**src/core/apc_pkg.sv**
```systemverilog
// Package for the audio port clock configuration block.
// Holds register indices, field positions, reset values and bus carriers.
package apc_pkg;

  // Register indices; byte address is four times the index
  localparam logic [7:0] IDX_RSVD_A = 8'h17;
  localparam logic [7:0] IDX_RSVD_B = 8'h18;
  localparam logic [7:0] IDX_AUXILIARY_CLOCK_PIN_SEL = 8'h19;
  localparam logic [7:0] IDX_AUXILIARY_CLOCK_PIN_DIV = 8'h1a;
  localparam logic [7:0] IDX_PORT_FMT = 8'h1b;
  localparam logic [7:0] IDX_SLOT_OFS = 8'h1c;
  localparam logic [7:0] IDX_PORT_CLK = 8'h1d;
  localparam logic [7:0] IDX_BCLK_DIV = 8'h1e;
  localparam logic [7:0] IDX_STATUS = 8'h20;

  // Reset values
  localparam logic [7:0] RST_AUXILIARY_CLOCK_PIN_SEL = 8'h00;
  localparam logic [7:0] RST_AUXILIARY_CLOCK_PIN_DIV = 8'h01;
  localparam logic [7:0] RST_PORT_FMT = 8'h00;
  localparam logic [7:0] RST_SLOT_OFS = 8'h00;
  localparam logic [7:0] RST_PORT_CLK = 8'h02;
  localparam logic [7:0] RST_BCLK_DIV = 8'h01;

  // Writable bit masks; reserved bits keep their reset value
  localparam logic [7:0] MSK_AUXILIARY_CLOCK_PIN_SEL = 8'h07;
  localparam logic [7:0] MSK_PORT_FMT = 8'hfd;
  localparam logic [7:0] MSK_PORT_CLK = 8'h0f;

  // Field positions
  localparam int DIV_PWR_BIT = 7;
  localparam int FMT_LSB = 6;
  localparam int WLEN_LSB = 4;
  localparam int BCLK_DIR_BIT = 3;
  localparam int WCLK_DIR_BIT = 2;
  localparam int TRISTATE_BIT = 0;
  localparam int BCLK_INV_BIT = 3;
  localparam int KEEP_ALIVE_BIT = 2;

  // Clock output source codes
  localparam logic [2:0] CSEL_MCLK = 3'b000;
  localparam logic [2:0] CSEL_BCLK = 3'b001;
  localparam logic [2:0] CSEL_PLL = 3'b011;
  localparam logic [2:0] CSEL_ADC = 3'b110;
  localparam logic [2:0] CSEL_MOD = 3'b111;
  // Bit clock divider source codes
  localparam logic [1:0] BSEL_ADC = 2'b10;
  localparam logic [1:0] BSEL_MOD = 2'b11;

  localparam logic [1:0] RESP_OKAY = 2'b00;
  localparam logic [1:0] RESP_SLVERR = 2'b10;

  typedef enum logic [1:0] {
    FMT_I2S, FMT_DSP, FMT_RIGHT_JUSTIFIED, FMT_LEFT_JUSTIFIED
  } apc_fmt_e;

  typedef struct packed {
    logic [31:0] awaddr;
    logic awvalid;
    logic [31:0] wdata;
    logic [3:0] wstrb;
    logic wvalid;
    logic bready;
    logic [31:0] araddr;
    logic arvalid;
    logic rready;
  } apc_axi_req_s;

  typedef struct packed {
    logic awready;
    logic wready;
    logic [1:0] bresp;
    logic bvalid;
    logic arready;
    logic [31:0] rdata;
    logic [1:0] rresp;
    logic rvalid;
  } apc_axi_rsp_s;

endpackage

```
**src/core/apc_audio_port.sv**
```systemverilog
// Audio port clock configuration: clock output divider, bit clock divider,
// serial port framing and the AXI4-Lite register file.
// Assumes source clocks arrive as one-cycle ticks synchronous to clk.
`timescale 1ns/1ps
module apc_audio_port import apc_pkg::*; (
  // Clock and reset
  input wire logic clk,
  input wire logic rst,
  // Register bus
  input wire apc_axi_req_s axiReq,
  output apc_axi_rsp_s axiRsp,
  // Source clock ticks and converter power state
  input wire logic mclkTick,
  input wire logic pllTick,
  input wire logic adcTick,
  input wire logic modTick,
  input wire logic converterPowered,
  // Auxiliary clock pin
  output logic auxClkOut,
  // Bit clock pin
  input wire logic bclkIn,
  output logic bclkOut,
  output logic bclkOe,
  // Word clock pin
  input wire logic wclkIn,
  output logic wclkOut,
  output logic wclkOe,
  // Serial data
  input wire logic [31:0] sampleLeft,
  input wire logic [31:0] sampleRight,
  output logic sampleTaken,
  output logic doutOut,
  output logic doutOe
);

  logic [7:0] clkSel_reg, clkDiv_reg, portFmt_reg, slotOfs_reg;
  logic [7:0] portClk_reg, bclkDiv_reg;
  logic awHeld_reg, wHeld_reg;
  logic [7:0] awIdx_reg;
  logic [31:0] wData_reg;
  logic [3:0] wStrb_reg;
  logic bValid_reg, rValid_reg;
  logic [1:0] bResp_reg, rResp_reg;
  logic [31:0] rData_reg;
  logic [7:0] rdByte;
  logic rdHit;
  logic doWrite;
  logic [7:0] arIdx;

  ////////////////////////////////////////////////////////////////////////
  // AXI4-Lite slave: address and data taken in either order
  assign axiRsp.awready = !awHeld_reg && !bValid_reg;
  assign axiRsp.wready = !wHeld_reg && !bValid_reg;
  assign axiRsp.bvalid = bValid_reg;
  assign axiRsp.bresp = bResp_reg;
  assign axiRsp.arready = !rValid_reg;
  assign axiRsp.rvalid = rValid_reg;
  assign axiRsp.rresp = rResp_reg;
  assign axiRsp.rdata = rData_reg;
  assign doWrite = awHeld_reg && wHeld_reg && !bValid_reg;
  assign arIdx = axiReq.araddr[9:2];

  always_ff @(posedge clk or posedge rst) begin
    if (rst) begin
      awHeld_reg <= 1'b0;
      wHeld_reg <= 1'b0;
      awIdx_reg <= 8'h00;
      wData_reg <= 32'h0000_0000;
      wStrb_reg <= 4'h0;
    end else begin
      if (axiReq.awvalid && axiRsp.awready) begin
        awHeld_reg <= 1'b1;
        awIdx_reg <= axiReq.awaddr[9:2];
      end else if (doWrite) begin
        awHeld_reg <= 1'b0;
      end
      if (axiReq.wvalid && axiRsp.wready) begin
        wHeld_reg <= 1'b1;
        wData_reg <= axiReq.wdata;
        wStrb_reg <= axiReq.wstrb;
      end else if (doWrite) begin
        wHeld_reg <= 1'b0;
      end
    end
  end

  always_ff @(posedge clk or posedge rst) begin
    if (rst) begin
      bValid_reg <= 1'b0;
      bResp_reg <= RESP_OKAY;
    end else if (doWrite) begin
      bValid_reg <= 1'b1;
      bResp_reg <= (awIdx_reg >= IDX_AUXILIARY_CLOCK_PIN_SEL &&
                    awIdx_reg <= IDX_BCLK_DIV) ? RESP_OKAY : RESP_SLVERR;
    end else if (bValid_reg && axiReq.bready) begin
      bValid_reg <= 1'b0;
    end
  end

  // Only byte lane 0 holds register bits; reserved bits are not storable
  always_ff @(posedge clk or posedge rst) begin
    if (rst) begin
      clkSel_reg <= RST_AUXILIARY_CLOCK_PIN_SEL;
      clkDiv_reg <= RST_AUXILIARY_CLOCK_PIN_DIV;
      portFmt_reg <= RST_PORT_FMT;
      slotOfs_reg <= RST_SLOT_OFS;
      portClk_reg <= RST_PORT_CLK;
      bclkDiv_reg <= RST_BCLK_DIV;
    end else if (doWrite && wStrb_reg[0]) begin
      case (awIdx_reg)
        IDX_AUXILIARY_CLOCK_PIN_SEL: clkSel_reg <= wData_reg[7:0] & MSK_AUXILIARY_CLOCK_PIN_SEL;
        IDX_AUXILIARY_CLOCK_PIN_DIV: clkDiv_reg <= wData_reg[7:0];
        IDX_PORT_FMT: portFmt_reg <= wData_reg[7:0] & MSK_PORT_FMT;
        IDX_SLOT_OFS: slotOfs_reg <= wData_reg[7:0];
        IDX_PORT_CLK: portClk_reg <= wData_reg[7:0] & MSK_PORT_CLK;
        IDX_BCLK_DIV: bclkDiv_reg <= wData_reg[7:0];
        default: ;
      endcase
    end
  end

  logic [1:0] divRun;
  logic frameActive;

  always_comb begin
    rdHit = 1'b1;
    rdByte = 8'h00;
    case (arIdx)
      IDX_RSVD_A, IDX_RSVD_B: rdByte = 8'h00;
      IDX_AUXILIARY_CLOCK_PIN_SEL: rdByte = clkSel_reg;
      IDX_AUXILIARY_CLOCK_PIN_DIV: rdByte = clkDiv_reg;
      IDX_PORT_FMT: rdByte = portFmt_reg;
      IDX_SLOT_OFS: rdByte = slotOfs_reg;
      IDX_PORT_CLK: rdByte = portClk_reg;
      IDX_BCLK_DIV: rdByte = bclkDiv_reg;
      IDX_STATUS: rdByte = {5'b00000, frameActive, divRun};
      default: rdHit = 1'b0;
    endcase
  end

  always_ff @(posedge clk or posedge rst) begin
    if (rst) begin
      rValid_reg <= 1'b0;
      rResp_reg <= RESP_OKAY;
      rData_reg <= 32'h0000_0000;
    end else if (axiReq.arvalid && axiRsp.arready) begin
      rValid_reg <= 1'b1;
      rResp_reg <= rdHit ? RESP_OKAY : RESP_SLVERR;
      rData_reg <= {24'h00_0000, rdByte};
    end else if (rValid_reg && axiReq.rready) begin
      rValid_reg <= 1'b0;
    end
  end

  ////////////////////////////////////////////////////////////////////////
  // Clock sources and the two dividers
  logic bclkInv, keepAlive, bclkDrive, wclkDrive, triEn;
  logic bclkInPrev_reg, bclkPinRise;
  logic [1:0] srcTick;
  logic [1:0][7:0] divCfg;
  logic [1:0] divTick_reg, divLvl_reg;
  logic [1:0][6:0] divCnt_reg;

  assign bclkInv = portClk_reg[BCLK_INV_BIT];
  assign keepAlive = portClk_reg[KEEP_ALIVE_BIT];
  assign bclkDrive = portFmt_reg[BCLK_DIR_BIT];
  assign wclkDrive = portFmt_reg[WCLK_DIR_BIT];
  assign triEn = portFmt_reg[TRISTATE_BIT];

  // Polarity applied before edge detection, so inversion holds both ways
  always_ff @(posedge clk or posedge rst) begin
    if (rst) bclkInPrev_reg <= 1'b0;
    else bclkInPrev_reg <= bclkIn ^ bclkInv;
  end
  assign bclkPinRise = (bclkIn ^ bclkInv) && !bclkInPrev_reg;

  always_comb begin
    case (clkSel_reg[2:0])
      CSEL_MCLK: srcTick[0] = mclkTick;
      CSEL_BCLK: srcTick[0] = bclkPinRise;
      CSEL_PLL: srcTick[0] = pllTick;
      CSEL_ADC: srcTick[0] = adcTick;
      CSEL_MOD: srcTick[0] = modTick;
      default: srcTick[0] = 1'b0;
    endcase
    case (portClk_reg[1:0])
      BSEL_ADC: srcTick[1] = adcTick;
      BSEL_MOD: srcTick[1] = modTick;
      default: srcTick[1] = 1'b0;
    endcase
  end

  assign divCfg[0] = clkDiv_reg;
  assign divCfg[1] = bclkDiv_reg;
  assign divRun[0] = clkDiv_reg[DIV_PWR_BIT];
  assign divRun[1] = bclkDiv_reg[DIV_PWR_BIT] &&
                     (converterPowered || keepAlive);

  for (genvar d = 0; d < 2; d++) begin : gDiv
    logic [7:0] ratio;
    logic [6:0] last;
    assign ratio = (divCfg[d][6:0] == 7'h00) ? 8'h80
                   : {1'b0, divCfg[d][6:0]};
    assign last = 7'(ratio - 8'h01);
    // Level is high for the first ratio/2 source ticks, rounded down, of each output period, and for one cycle per tick at ratio 1
    always_ff @(posedge clk or posedge rst) begin
      if (rst) begin
        divCnt_reg[d] <= 7'h00;
        divTick_reg[d] <= 1'b0;
        divLvl_reg[d] <= 1'b0;
      end else if (!divRun[d]) begin
        divCnt_reg[d] <= 7'h00;
        divTick_reg[d] <= 1'b0;
        divLvl_reg[d] <= 1'b0;
      end else if (srcTick[d]) begin
        divCnt_reg[d] <= (divCnt_reg[d] == last) ? 7'h00
                         : 7'(divCnt_reg[d] + 7'h01);
        divTick_reg[d] <= (divCnt_reg[d] == 7'h00);
        divLvl_reg[d] <= ({1'b0, divCnt_reg[d]} < (ratio >> 1)) ||
                         (ratio == 8'h01);
      end else begin
        divTick_reg[d] <= 1'b0;
        if (ratio == 8'h01) divLvl_reg[d] <= 1'b0;
      end
    end
  end

  assign auxClkOut = divLvl_reg[0];

  ////////////////////////////////////////////////////////////////////////
  // Serial port framing
  apc_fmt_e fmt;
  logic [5:0] wordLen;
  logic [9:0] startBit, frameLen, bitCnt_reg, pos;
  logic bitTick, wclkInPrev_reg, wclkEdge, frameStart;
  logic wclkLvl_reg, dataBit;
  logic [31:0] left_reg, right_reg, leftSrc;
  logic dout_reg, active_reg, bclkLvl_reg;

  assign fmt = apc_fmt_e'(portFmt_reg[FMT_LSB +: 2]);
  always_comb begin
    case (portFmt_reg[WLEN_LSB +: 2])
      2'b00: wordLen = 6'd16;
      2'b01: wordLen = 6'd20;
      2'b10: wordLen = 6'd24;
      default: wordLen = 6'd32;
    endcase
  end

  // I2S data starts one bit late; offset counts from the frame edge
  assign startBit = {2'b00, slotOfs_reg} +
                    ((fmt == FMT_I2S) ? 10'd1 : 10'd0);
  assign frameLen = startBit + {3'b000, wordLen, 1'b0};
  assign bitTick = bclkDrive ? divTick_reg[1] : bclkPinRise;

  always_ff @(posedge clk or posedge rst) begin
    if (rst) wclkInPrev_reg <= 1'b0;
    else if (bitTick) wclkInPrev_reg <= wclkIn;
  end
  // I2S frames open on the falling word clock, the others on the rising
  assign wclkEdge = (fmt == FMT_I2S) ? (wclkInPrev_reg && !wclkIn)
                                     : (!wclkInPrev_reg && wclkIn);
  // A shorter format written mid-frame must not leave the counter past its end
  assign frameStart = bitTick && (wclkDrive ? (bitCnt_reg >= frameLen - 10'd1)
                                            : wclkEdge);

  always_ff @(posedge clk or posedge rst) begin
    if (rst) begin
      bitCnt_reg <= 10'h000;
    end else if (frameStart) begin
      bitCnt_reg <= 10'h000;
    end else if (bitTick && bitCnt_reg != 10'h3ff) begin
      bitCnt_reg <= 10'(bitCnt_reg + 10'h001);
    end
  end

  always_ff @(posedge clk or posedge rst) begin
    if (rst) begin
      left_reg <= 32'h0000_0000;
      right_reg <= 32'h0000_0000;
    end else if (frameStart) begin
      left_reg <= sampleLeft;
      right_reg <= sampleRight;
    end
  end
  assign sampleTaken = frameStart;

  assign pos = frameStart ? 10'(10'd0 - startBit)
                          : 10'(bitCnt_reg + 10'd1 - startBit);
  // At a zero start the first bit leaves with the word being captured
  assign leftSrc = frameStart ? sampleLeft : left_reg;
  always_comb begin
    if (pos < {4'h0, wordLen}) dataBit = leftSrc[5'(6'd31 - pos[5:0])];
    else dataBit = right_reg[5'(6'd31 - 6'(pos - {4'h0, wordLen}))];
  end

  always_ff @(posedge clk or posedge rst) begin
    if (rst) begin
      dout_reg <= 1'b0;
      active_reg <= 1'b0;
    end else if (bitTick) begin
      active_reg <= pos < {3'b000, wordLen, 1'b0};
      dout_reg <= (pos < {3'b000, wordLen, 1'b0}) ? dataBit : 1'b0;
    end
  end
  assign frameActive = active_reg;

  // Word clock: one-bit pulse in DSP, otherwise a level that turns after the offset plus one word, one bit later in I2S
  always_ff @(posedge clk or posedge rst) begin
    if (rst) wclkLvl_reg <= 1'b0;
    else if (!divRun[1]) wclkLvl_reg <= 1'b0;
    else if (bitTick) begin
      if (fmt == FMT_DSP) wclkLvl_reg <= frameStart;
      else if (fmt == FMT_I2S) wclkLvl_reg <= !frameStart &&
        (bitCnt_reg + 10'd1 >= startBit + {4'h0, wordLen});
      else wclkLvl_reg <= frameStart ||
        (bitCnt_reg + 10'd1 < startBit + {4'h0, wordLen});
    end
  end

  always_ff @(posedge clk or posedge rst) begin
    if (rst) bclkLvl_reg <= 1'b0;
    else bclkLvl_reg <= divLvl_reg[1] ^ bclkInv;
  end

  assign bclkOut = bclkLvl_reg;
  assign bclkOe = bclkDrive;
  assign wclkOut = wclkLvl_reg;
  assign wclkOe = wclkDrive;
  assign doutOut = dout_reg;
  assign doutOe = !triEn || active_reg;

  ////////////////////////////////////////////////////////////////////////
  // Assertions
  AST_AUXILIARY_CLOCK_PIN_RSVD: assert property (@(posedge clk) disable iff (rst)
    clkSel_reg[2:0] == 3'b010 |-> !divTick_reg[0] [*2])
    else $error("aux divider ticked on reserved source");
  AST_AUXILIARY_CLOCK_PIN_OFF: assert property (@(posedge clk) disable iff (rst)
    !clkDiv_reg[DIV_PWR_BIT] |=> !auxClkOut)
    else $error("aux clock moved while powered down");
  AST_DIV_RATIO: assert property (@(posedge clk) disable iff (rst)
    divRun[0] && srcTick[0] && divCnt_reg[0] == 7'h7f
    |=> divCnt_reg[0] == 7'h00)
    else $error("aux divider did not wrap at top count");
  AST_BCLK_OFF: assert property (@(posedge clk) disable iff (rst)
    !divRun[1] |=> !divTick_reg[1] && divCnt_reg[1] == 7'h00)
    else $error("bit divider ran while stopped");
  AST_BCLK_DIR: assert property (@(posedge clk) disable iff (rst)
    bclkOe == portFmt_reg[BCLK_DIR_BIT])
    else $error("bit clock drive mismatch");
  AST_WCLK_DIR: assert property (@(posedge clk) disable iff (rst)
    $rose(portFmt_reg[WCLK_DIR_BIT]) |-> wclkOe)
    else $error("word clock drive mismatch");
  AST_TRISTATE: assert property (@(posedge clk) disable iff (rst)
    triEn && !active_reg |-> !doutOe)
    else $error("data driven outside active bits");
  AST_BCLK_SRC: assert property (@(posedge clk) disable iff (rst)
    portClk_reg[1:0] == BSEL_ADC && divRun[1] && !adcTick
    |=> !divTick_reg[1])
    else $error("bit divider ticked without its source");
  AST_INVERT: assert property (@(posedge clk) disable iff (rst)
    ##1 bclkOut == ($past(divLvl_reg[1]) ^ $past(bclkInv)))
    else $error("bit clock polarity wrong");
  AST_SHIFT: assert property (@(posedge clk) disable iff (rst)
    !bitTick |=> $stable(dout_reg))
    else $error("data moved without a bit clock");
  COV_FRAME: cover property (@(posedge clk) disable iff (rst)
    frameStart ##[1:700] frameStart);
  COV_DSP: cover property (@(posedge clk) disable iff (rst)
    fmt == FMT_DSP && wclkLvl_reg);
  COV_AUX: cover property (@(posedge clk) disable iff (rst)
    divTick_reg[0] && clkDiv_reg[6:0] == 7'h03);
  COV_TRI: cover property (@(posedge clk) disable iff (rst)
    triEn && $rose(doutOe));

endmodule

```
**config.mk**
```make
export PLATFORM = sky130hd
export DESIGN_NAME = apc_audio_port
export DESIGN_NICKNAME = d
export VERILOG_FILES = /design/src/core/apc_pkg.sv /design/src/core/apc_audio_port.sv
export SDC_FILE = /design/constraint.sdc
export NUM_CORES = 1
export LEC_CHECK = 0
export ABC_AREA = 0
export BUFFER_PORTS_ARGS = -buffer_cell sky130_fd_sc_hd__buf_2
export CORE_ASPECT_RATIO = 2
export CORE_UTILIZATION = 45
export CTS_CLUSTER_SIZE = 24
export DETAILED_ROUTE_END_ITERATION = 12
export PLACE_DENSITY_LB_ADDON = 0.15
export SLEW_MARGIN = 20
export SYNTH_ARGS = -nofsm -noshare
export SYNTH_HDL_FRONTEND = slang
export SYNTH_SLANG_ARGS = --single-unit
```
**constraint.sdc**
```tcl
create_clock -name clk -period 11.8 [get_ports clk]
set_clock_uncertainty 0.1 [all_clocks]
set_input_delay 2.36 -clock clk [delete_from_list [all_inputs] [get_ports clk]]
set_output_delay 2.36 -clock clk [all_outputs]
set_load 0.01 [all_outputs]
```
==> impl_metrics.json, run 1 <==
{
  "outcome": "finished, final reports clean",
  "crit_fanout": 55,
  "wl_met1_um": 9548,
  "cts_root_buffer": "clkbuf_16",
  "postSynth.asyncResetShare_pct": 100.0,
  "start_util_pct": 45.88,
  "synth_common_cells": "229 x nand2_1, 163 x dfrtp_1, 80 x ha_1",
  "setup_viol": 0,
  "synth-seq-cells": 166,
  "crit_family": "adder cells",
  "routed_wl_um": 27650,
  "timing.fmax_mhz": 119.5,
  "pre_cts_slack_ns": 3.342,
  "cts_hold_buf": 0,
  "synthXorXnorAreaFrac_pct": 5.178,
  "synth_fa_ha_area_share_pct": 10.14,
  "utilization_pct": 51.95,
  "syn_to_final_growth_pct": 13.24,
  "antenna_found_initial": 0,
  "insertion_delay_ns": 0.45,
  "worst-path-buf-inv": 6,
  "ir_drop_uv": 199.4,
  "highest_layer": "met4",
  "dr_wl_met2_um": 16060,
  "tns_ns": 0,
  "cp.required_ns": 12.04,
  "max_stage_delay_ns": 0.60,
  "fin_crit_ns": 8.365,
  "clkTransAtPathRegs_ns": 0.07,
  "drcViolationCount": 0,
  "worst_slew_margin_rel_pct": 30.11,
  "power_leakage_nw": 5.804,
  "netlist_area_um2": 10660,
  "min_path_type": "register to register",
  "num_io_pins": 227,
  "rsz0062_at_grt": "no",
  "synth_area_leaders": "dfrtp_1 38%, ha_1 9.4%, nand2_1 8.1%, mux2_2 5.7%, mux4_2 3.4%",
  "synth.distinct_cells": 73,
  "n_antenna_cell": 0,
  "setup_ws_ns": 3.435,
  "muxShareOfSynthArea_pct": 10.78,
  "row_count": 79,
  "place_congestion": 0.8688,
  "pwr_density_cell_nw_per_um2": 226.4,
  "cts_setup_buffers": 0,
  "tightestPinTransition_ns": 1.037,
  "yosys.area.top_type": "dfrtp_1",
  "synthFlopType": "dfrtp_1",
  "grt_remaining_overflow": 0,
  "synth-simple-area-share_pct": 16.74,
  "cts.sink_count": 166,
  "seq_area_frac_synth_pct": 39.02,
  "path_class": "register to register",
  "grtUsageTotal_pct": 23.67,
  "port_buffers": 125,
  "dieArea_um2": 24340,
  "synthCells": 1128,
  "drtIter0Drc": 275,
  "cp.arrival_ns": 8.60,
  "end_kind": "register",
  "die_y_um": 219.6,
  "ctsResizeCount": 0,
  "final_nets": 1501,
  "core_um2": 23230,
  "die_w_um": 110.8,
  "numCtsBuffers": 17,
  "fin_crit_sh_pct": 70.89,
  "grt_pass1_vias": 8608,
  "dr.pass1.iters": 4,
  "synth_top_family_by_area": "simple AND/OR/NAND/NOR gates",
  "route.met3.wl_um": 777,
  "drv_cap": 0,
  "cts_max_path_buffers": 2,
  "power.total_mw": 2.732,
  "layout-drive-gt1-share_pct": 20.05,
  "synth_edf_count": 0,
  "cts_tree": "yes",
  "yosysWarnings": 0,
  "cp_common_cell": "ha_1",
  "antenna_left": 0,
  "wl_per_cell_um": 18.01,
  "grt_pass1_wl_um": 44220,
  "cpMaxStageDelayCell": "buf_4",
  "drt-vias-per-instance": 5.443,
  "worst_setup_path_start_kind": "register",
  "synthMostInstantiatedCell": "nand2_1",
  "synth_top_area_share_pct": 38.28,
  "finalHoldViolCount": 0,
  "place_hpwl_um": 21250,
  "synth_compound_area_share_pct": 12.36,
  "vias": 8355,
  "grt_max_degree": 109,
  "postSynthAreaPerCell_um2": 9.447,
  "slew_violations": 0,
  "cts_max_level": 4
}
[layout by cell type (no fill, tap or decap), types with 32 or more instances in the layout]
cell type	instances
nand2_1	228
dfrtp_1	163
buf_2	125
ha_1	80
inv_1	61
mux2_2	54
o21ai_0	53
nor2_1	51
xnor2_1	39
a21oi_1	32
[worst register-to-register path, delay by kind of cell, from the launching register on]
family / cells / cell delay, ns
buffers and inverters: 6 / 1.26
adder cells (fa/ha/maj): 8 / 2.26
XOR/XNOR: 3 / 0.81
AND/OR/NAND/NOR: 8 / 1.58
AO/OA/AOI/OAI: 9 / 1.31
multiplexers: 2 / 0.49
flip-flops: 1 / 0.45
[where the power goes]
part	internal, mW	total, mW	leakage, nW	switching, mW
Combinational	0.595	1.28	3.37	0.685
Sequential	0.741	0.882	2.14	0.141
Clock	0.330	0.570	0.291	0.240
Total	1.67	2.73	5.80	1.07
[area by class of cell]
type                       count  area [um^2]
clock buffer                  22        474.2
clock inverter                10        117.6
fill                        2246        11160
inverter                      64        245.2
multi-input combinational    855         5998
sequential                   166         4158
tap                          283        354.1
timing repair buffer         135        720.7
[routing by layer]
| metal | up-vias | GRT usage (%) |
|---|---|---|
| met5 | - | 0 |
| met4 | 0 | 13.29 |
| met3 | 60 | 3.795 |
| met2 | 164 | 47.20 |
| met1 | 4056 | 22.48 |
| li1 | 4075 | - |
[through the flow]
stage	std cells	instance area, um^2	hold slack [ns]
floorplan	1153	10750	0.3302
global placement	1502	11440	0.3500
detailed placement	1502	11440	0.3570
CTS	1534	12030	0.3737
global route	1535	12070	0.3899
finish	1535	12070	0.3692
[final timing paths]
path	startpoint	to	slack [ns]	cells after the start
max	portFmt_reg[7]	doutOut	3.44	36
min	left_reg[5]	left_reg[5]	0.37	2
max reg2reg	portFmt_reg[7]	doutOut	3.44	36
min reg2reg	left_reg[5]	left_reg[5]	0.37	2
max in group asynchronous	rst	right_reg[4]	8.30	4
min in group asynchronous	rst	bitCnt_reg[6]	1.79	2
[logic make-up after synthesis]
group                    after synthesis
other                                  1
XOR/XNOR                              63
AO/OA/AOI/OAI                        197
multiplexers                          87
AND/OR/NAND/NOR                      398
flip-flops                           166
adder cells (fa/ha/maj)               84
buffers and inverters                132
(Power assumes the default switching activity.)
==> run 2, diff against run 1 <==
--- a/config.mk
+++ b/config.mk
@@ -5,7 +5,7 @@
 export SDC_FILE = /design/constraint.sdc
 export NUM_CORES = 1
 export LEC_CHECK = 0
-export ABC_AREA = 0
+export ABC_AREA = 1
 export BUFFER_PORTS_ARGS = -buffer_cell sky130_fd_sc_hd__buf_2
 export CORE_ASPECT_RATIO = 2
 export CORE_UTILIZATION = 45
==> constraint.sdc (replaced) <==
create_clock -name clk -period 8.35 [get_ports clk]
set_clock_uncertainty 0.1 [all_clocks]
set_input_delay 1.67 -clock clk [delete_from_list [all_inputs] [get_ports clk]]
set_output_delay 1.67 -clock clk [all_outputs]
set_load 0.01 [all_outputs]
==> run 2 against run 1 <==
  * Count of clock-buffer cells in the layout is 2 lower
  * Critical path type unchanged
  * Global-route usage is 1.8 points higher
  * Sequential share of layout area is 0.38 points higher
  * Die area is 0.65% lower
  * Non-clock buffer count is 1 lower
==> impl_metrics.json, run 2 <==
{
  "outcome": "finished, final reports clean",
  "layout-drive-gt1-share_pct": 12.96,
  "synth_edf_count": 0,
  "cts_setup_buffers": 0,
  "drtIter0Drc": 433,
  "num_io_pins": 227,
  "max_stage_delay_ns": 0.57,
  "fin_hold_ws_ns": 0.3649,
  "fin_crit_ns": 7.529,
  "synthCells": 1351,
  "worst_slew_margin_rel_pct": 34.24,
  "place_congestion": 0.9485,
  "grt_max_degree": 92,
  "yosys.area.top_type": "dfrtp_1",
  "cp_common_cell": "nand2_1",
  "tns_ns": 0,
  "reg2regPathDepth": 40,
  "worst_setup_path_start_kind": "register",
  "die_w_um": 110.5,
  "slew_violations": 0,
  "dieArea_um2": 24180,
  "numCtsBuffers": 17,
  "cts_tree": "yes",
  "grtUsageTotal_pct": 25.45,
  "cts_max_path_buffers": 2,
  "final_common_cell": "nand2_1",
  "netlist_area_um2": 10590,
  "min_path_type": "register to register",
  "end_kind": "register",
  "postSynthAreaPerCell_um2": 7.836,
  "finalHoldViolCount": 0,
  "cp.required_ns": 8.63,
  "timing.fmax_mhz": 132.8,
  "final_nets": 1731,
  "cts_max_level": 4,
  "drv_cap": 0,
  "wl_per_cell_um": 16.81,
  "fin_crit_sh_pct": 90.17,
  "drt-vias-per-instance": 5.273,
  "path_class": "register to register",
  "dr.pass1.iters": 5,
  "min_to": "left_reg[13]",
  "start_util_pct": 45.77,
  "die_y_um": 218.9,
  "cts_root_buffer": "clkbuf_16",
  "synth_common_cells": "327 x nand2_1, 166 x inv_1, 163 x dfrtp_1",
  "synthFlopType": "dfrtp_1",
  "cts.sink_count": 166,
  "clkTransAtPathRegs_ns": 0.07,
  "synth-seq-cells": 166,
  "postSynth.asyncResetShare_pct": 100.0,
  "synthMostInstantiatedCell": "nand2_1",
  "yosysWarnings": 0,
  "port_buffers": 125,
  "synth.distinct_cells": 55,
  "ff2ff_setup_slack_ns": 0.82,
  "ir_drop_uv": 239.5,
  "cpMaxStageDelayCell": "fa_1",
  "place_hpwl_um": 23460,
  "core_um2": 23130,
  "crit_fanout": 11,
  "grt_pass1_vias": 9376,
  "cp.arrival_ns": 7.81,
  "row_count": 79,
  "antenna_found_initial": 2,
  "routed_wl_um": 29680,
  "ctsResizeCount": 0,
  "grt_remaining_overflow": 0,
  "seq_area_frac_synth_pct": 39.27,
  "insertion_delay_ns": 0.45,
  "synth_area_leaders": "dfrtp_1 39%, nand2_1 12%, ha_1 9.5%, inv_1 5.9%, nand3_1 5.6%",
  "drcViolationCount": 0,
  "antenna_left": 0,
  "rsz0062_at_grt": "no",
  "r2r-start": "portFmt_reg[7]",
  "worstHoldStart": "left_reg[13]",
  "cts_hold_buf": 0,
  "setup_viol": 0,
  "hold_path_depth": 2,
  "syn_to_final_growth_pct": 12.76,
  "pwr_density_cell_nw_per_um2": 365.1,
  "grt_pass1_wl_um": 47090,
  "vias": 9313,
  "power_leakage_nw": 6.149,
  "tightestPinTransition_ns": 0.9865,
  "synth_top_area_share_pct": 38.53,
  "layout_common_cells": "327 x nand2_1, 165 x inv_1, 163 x dfrtp_1",
  "timing.rr.end": "doutOut"
}
run 2: where the power goes:
group          leakage, nW  total, mW  internal (mW)  switching, mW
Sequential            2.14       1.20           1.05          0.150
Combinational         3.74       2.41          0.857           1.55
Clock                0.272      0.753          0.408          0.345
Total                 6.15       4.36           2.31           2.05
run 2: final cells by class:
type                       count  area [um^2]
clock inverter                12        92.59
multi-input combinational    982         5535
clock buffer                  20        466.7
timing repair buffer         134        693.2
inverter                     168        635.6
antenna                        1        2.502
tap                          283        354.1
fill                        2375        11190
sequential                   166         4158
run 2: per-layer routing:
layer	up-vias	GRT usage, %	share of wire (%)
li1	4639	-	-
met2	211	49.57	56
met3	86	4.502	2.9
met5	-	0	0.037
met1	4375	23.13	34
met4	2	18.58	6.9
run 2: through the flow:
| step | area [um^2] | instances | worst slack (ns) | power [mW] | util [%] |
|---|---|---|---|---|---|
| after floorplan | 10680 | 1376 | 1.903 | 2.933 | - |
| after global placement | 11380 | 1733 | 0.9080 | 3.583 | 49.18 |
| after detailed placement | 11380 | 1733 | 0.8295 | 3.626 | 49.18 |
| after CTS | 11940 | 1765 | 0.7742 | 4.401 | 51.60 |
| after global routing | 11940 | 1766 | 0.2252 | 4.753 | 51.61 |
| final | 11940 | 1766 | 0.8209 | 4.358 | 51.61 |
run 2: critical path: cells and delay by family (launching register included):
kind	cells	cell delay [ns]
and+or+nand+nor	16	2.11
AOI/OAI and AO/OA	9	1.25
buffers and inverters	5	0.47
adders and majority gates	7	2.24
DFF	1	0.45
xor gates and xnor gates	3	0.83
run 2: how the worst max path moves through the flow:
stage	from	end	slack (ns)	depth (start not counted)
floorplan	portFmt_reg[7]	doutOut	1.90	41
global placement	portFmt_reg[7]	doutOut	0.91	40
detailed placement	portFmt_reg[7]	doutOut	0.83	40
CTS	portFmt_reg[7]	doutOut	0.77	40
global route	portFmt_reg[7]	doutOut	0.23	40
finish	portFmt_reg[7]	doutOut	0.82	40
run 2: cells by family after synthesis:
kind of cell / Yosys count / synth area share (%)
and+or+nand+nor: 596 / 23.85
buffers and inverters: 228 / 9.325
AOI/OAI and AO/OA: 216 / 12.22
DFF: 166 / 39.27
adders and majority gates: 84 / 10.21
xor gates and xnor gates: 55 / 4.550
muxes: 5 / 0.5318
other: 1 / 0.03542
==> run 3, diff against run 2 <==
--- a/config.mk
+++ b/config.mk
@@ -5,7 +5,6 @@
 export SDC_FILE = /design/constraint.sdc
 export NUM_CORES = 1
 export LEC_CHECK = 0
-export ABC_AREA = 1
 export BUFFER_PORTS_ARGS = -buffer_cell sky130_fd_sc_hd__buf_2
 export CORE_ASPECT_RATIO = 2
 export CORE_UTILIZATION = 45
==> run 3 against run 2 <==
  * Cell count decreased by 13%
  * Power down 10%
  * Routed wire length shrank 6.8%
  * Global-route usage is 2.0 points lower
  * Final area increased by 1.2%
  * Critical path depth fell by 6
  * Setup slack gained 0.045 ns
  * Via count shrank 9.8%
  * Combinational power fell by 24%
==> impl_metrics.json, run 3 (synthesis gave the netlist of run 1 again) <==
{
  "multi_input_area_um2": 5998,
  "rsz0062_at_grt": "no",
  "reg2regPathDepth": 34,
  "ctsResizeCount": 0,
  "drtIter0Drc": 334,
  "tightestPinTransition_ns": 1.044,
  "start_util_pct": 45.88,
  "final_cell_area_um2": 12080,
  "cts_hold_buf": 0,
  "drv_cap": 0,
  "antenna_found_initial": 0,
  "cp.required_ns": 8.59,
  "max_stage_delay_ns": 0.53,
  "cp-startpoint": "portFmt_reg[6]",
  "power_leakage_nw": 5.814,
  "core_um2": 23230,
  "finalHoldViolCount": 0,
  "fill_cells": 2207,
  "ff2ff_setup_slack_ns": 0.87,
  "crit_fanout": 12,
  "cts_setup_buffers": 0,
  "regArea_um2": 4158,
  "layout-drive-gt1-share_pct": 20.33,
  "place_congestion": 0.8799,
  "cts_max_path_buffers": 2,
  "cts_root_buffer": "clkbuf_16",
  "die_y_um": 219.6,
  "worst-path-buf-inv": 5,
  "postPlaceCellArea_um2": 11460,
  "drt-vias-per-instance": 5.468,
  "timing.fmax_mhz": 133.6,
  "die_w_um": 110.8,
  "timing.rr.end": "doutOut",
  "fin_crit_ns": 7.484,
  "path_class": "register to register",
  "r2r-start": "portFmt_reg[6]",
  "cpMaxStageDelayCell": "fa_1",
  "grt_pass1_wl_um": 43410,
  "grtUsageTotal_pct": 23.42,
  "dieArea_um2": 24340,
  "outcome": "finished, final reports clean",
  "wl_per_cell_um": 17.99,
  "drcViolationCount": 0,
  "cts.sink_count": 166,
  "worst_setup_path_start_kind": "register",
  "row_count": 79,
  "final_common_cell": "nand2_1",
  "antenna_left": 0,
  "clkTransAtPathRegs_ns": 0.07,
  "insertion_delay_ns": 0.46,
  "pre_cts_slack_ns": 0.8647,
  "end_kind": "register",
  "cp_common_cell": "ha_1",
  "crit_cells": 34,
  "num_io_pins": 227,
  "layout_common_cells": "228 x nand2_1, 163 x dfrtp_1, 125 x buf_2",
  "dr.pass1.iters": 4,
  "syn_to_final_growth_pct": 13.33,
  "final_nets": 1503,
  "pwr_density_cell_nw_per_um2": 323.4,
  "place_hpwl_um": 21300,
  "min_path_type": "register to register",
  "grt_max_degree": 111,
  "vias": 8404,
  "cts_max_level": 4,
  "slew_violations": 0,
  "critPathCapture": "doutOut",
  "n_antenna_cell": 0,
  "tns_ns": 0,
  "fin_crit_sh_pct": 89.63,
  "grt_remaining_overflow": 0,
  "grt_pass1_vias": 8511,
  "setup_viol": 0,
  "worst_slew_margin_rel_pct": 29.64,
  "cts_tree": "yes",
  "setup_ws_ns": 0.8659,
  "crit_family": "adder cells",
  "numCtsBuffers": 17,
  "port_buffers": 125,
  "cp.arrival_ns": 7.73,
  "routed_wl_um": 27650,
  "ir_drop_uv": 367.1
}
[run 3: cell types whose count changed in the layout (fill, tap and decap cells not counted), sizes merged, moves of 15 or more]
cell	before	now
xnor2	18	39
a21oi	57	32
o21ai	98	54
nand3	120	24
a21o	2	20
inv	172	69
mux2i	0	15
and2	0	16
nand2	331	229
mux2	5	56
mux4	0	16
nor2	93	51
[run 3: final cells by class]
| type | count | share of cell area, % |
|---|---|---|
| well taps | 283 | 2.932 |
| flip-flops and latches | 166 | 34.43 |
| repair buffers | 137 | 5.926 |
| inverters | 64 | 2.051 |
| multi-input cells | 855 | 49.67 |
| clock inverters | 14 | 1.357 |
| clock buffers | 18 | 3.637 |
[run 3: where the power goes]
group	internal, mW	switching, mW	total, mW
Clock	0.457	0.362	0.818
Sequential	1.05	0.200	1.25
Combinational	0.858	0.983	1.84
[run 3: worst register-to-register path, delay by kind of cell, from the launching register on]
| kind | cells | cell delay [ns] |
|---|---|---|
| AOI/OAI and AO/OA | 9 | 1.41 |
| xor gates and xnor gates | 3 | 0.80 |
| adders and majority gates | 8 | 2.44 |
| buffers and inverters | 5 | 0.62 |
| DFF | 1 | 0.44 |
| muxes | 2 | 0.51 |
| and+or+nand+nor | 7 | 1.06 |
[run 3: layer usage]
layer  vias to the layer above  routed length (um)  share of wire, %  track usage (%)
met2                       181               16190                59            47.16
met5                         -                   0                 0                0
met4                         0                1314               4.8            14.76
met3                        63                 780               2.8            3.135
met1                      4066                9368                34            21.60
li1                       4094                   -                 -                -
[run 3: stage by stage]
stage	total power, mW	std cells	utilization, %	hold WS, ns
finish	3.906	1537	51.99	0.3636
global route	4.195	1537	51.99	0.3917
CTS	3.946	1537	51.94	0.3720
detailed placement	3.109	1505	49.35	0.3571
global placement	3.073	1505	49.35	0.3497
floorplan	2.589	1153	-	0.3302
[run 3: worst min-delay path by stage]
stage,start,end,slack (ns),cells after the start
5_1_grt,right_reg[12],right_reg[12],0.39,2
2_1_floorplan,divLvl_reg[1],bclkOut,0.33,1
6_report,divLvl_reg[1],bclkOut,0.36,1
4_1_cts,divLvl_reg[1],bclkOut,0.37,1
3_5_place_dp,right_reg[12],right_reg[12],0.36,2
3_3_place_gp,left_reg[1],left_reg[1],0.35,2
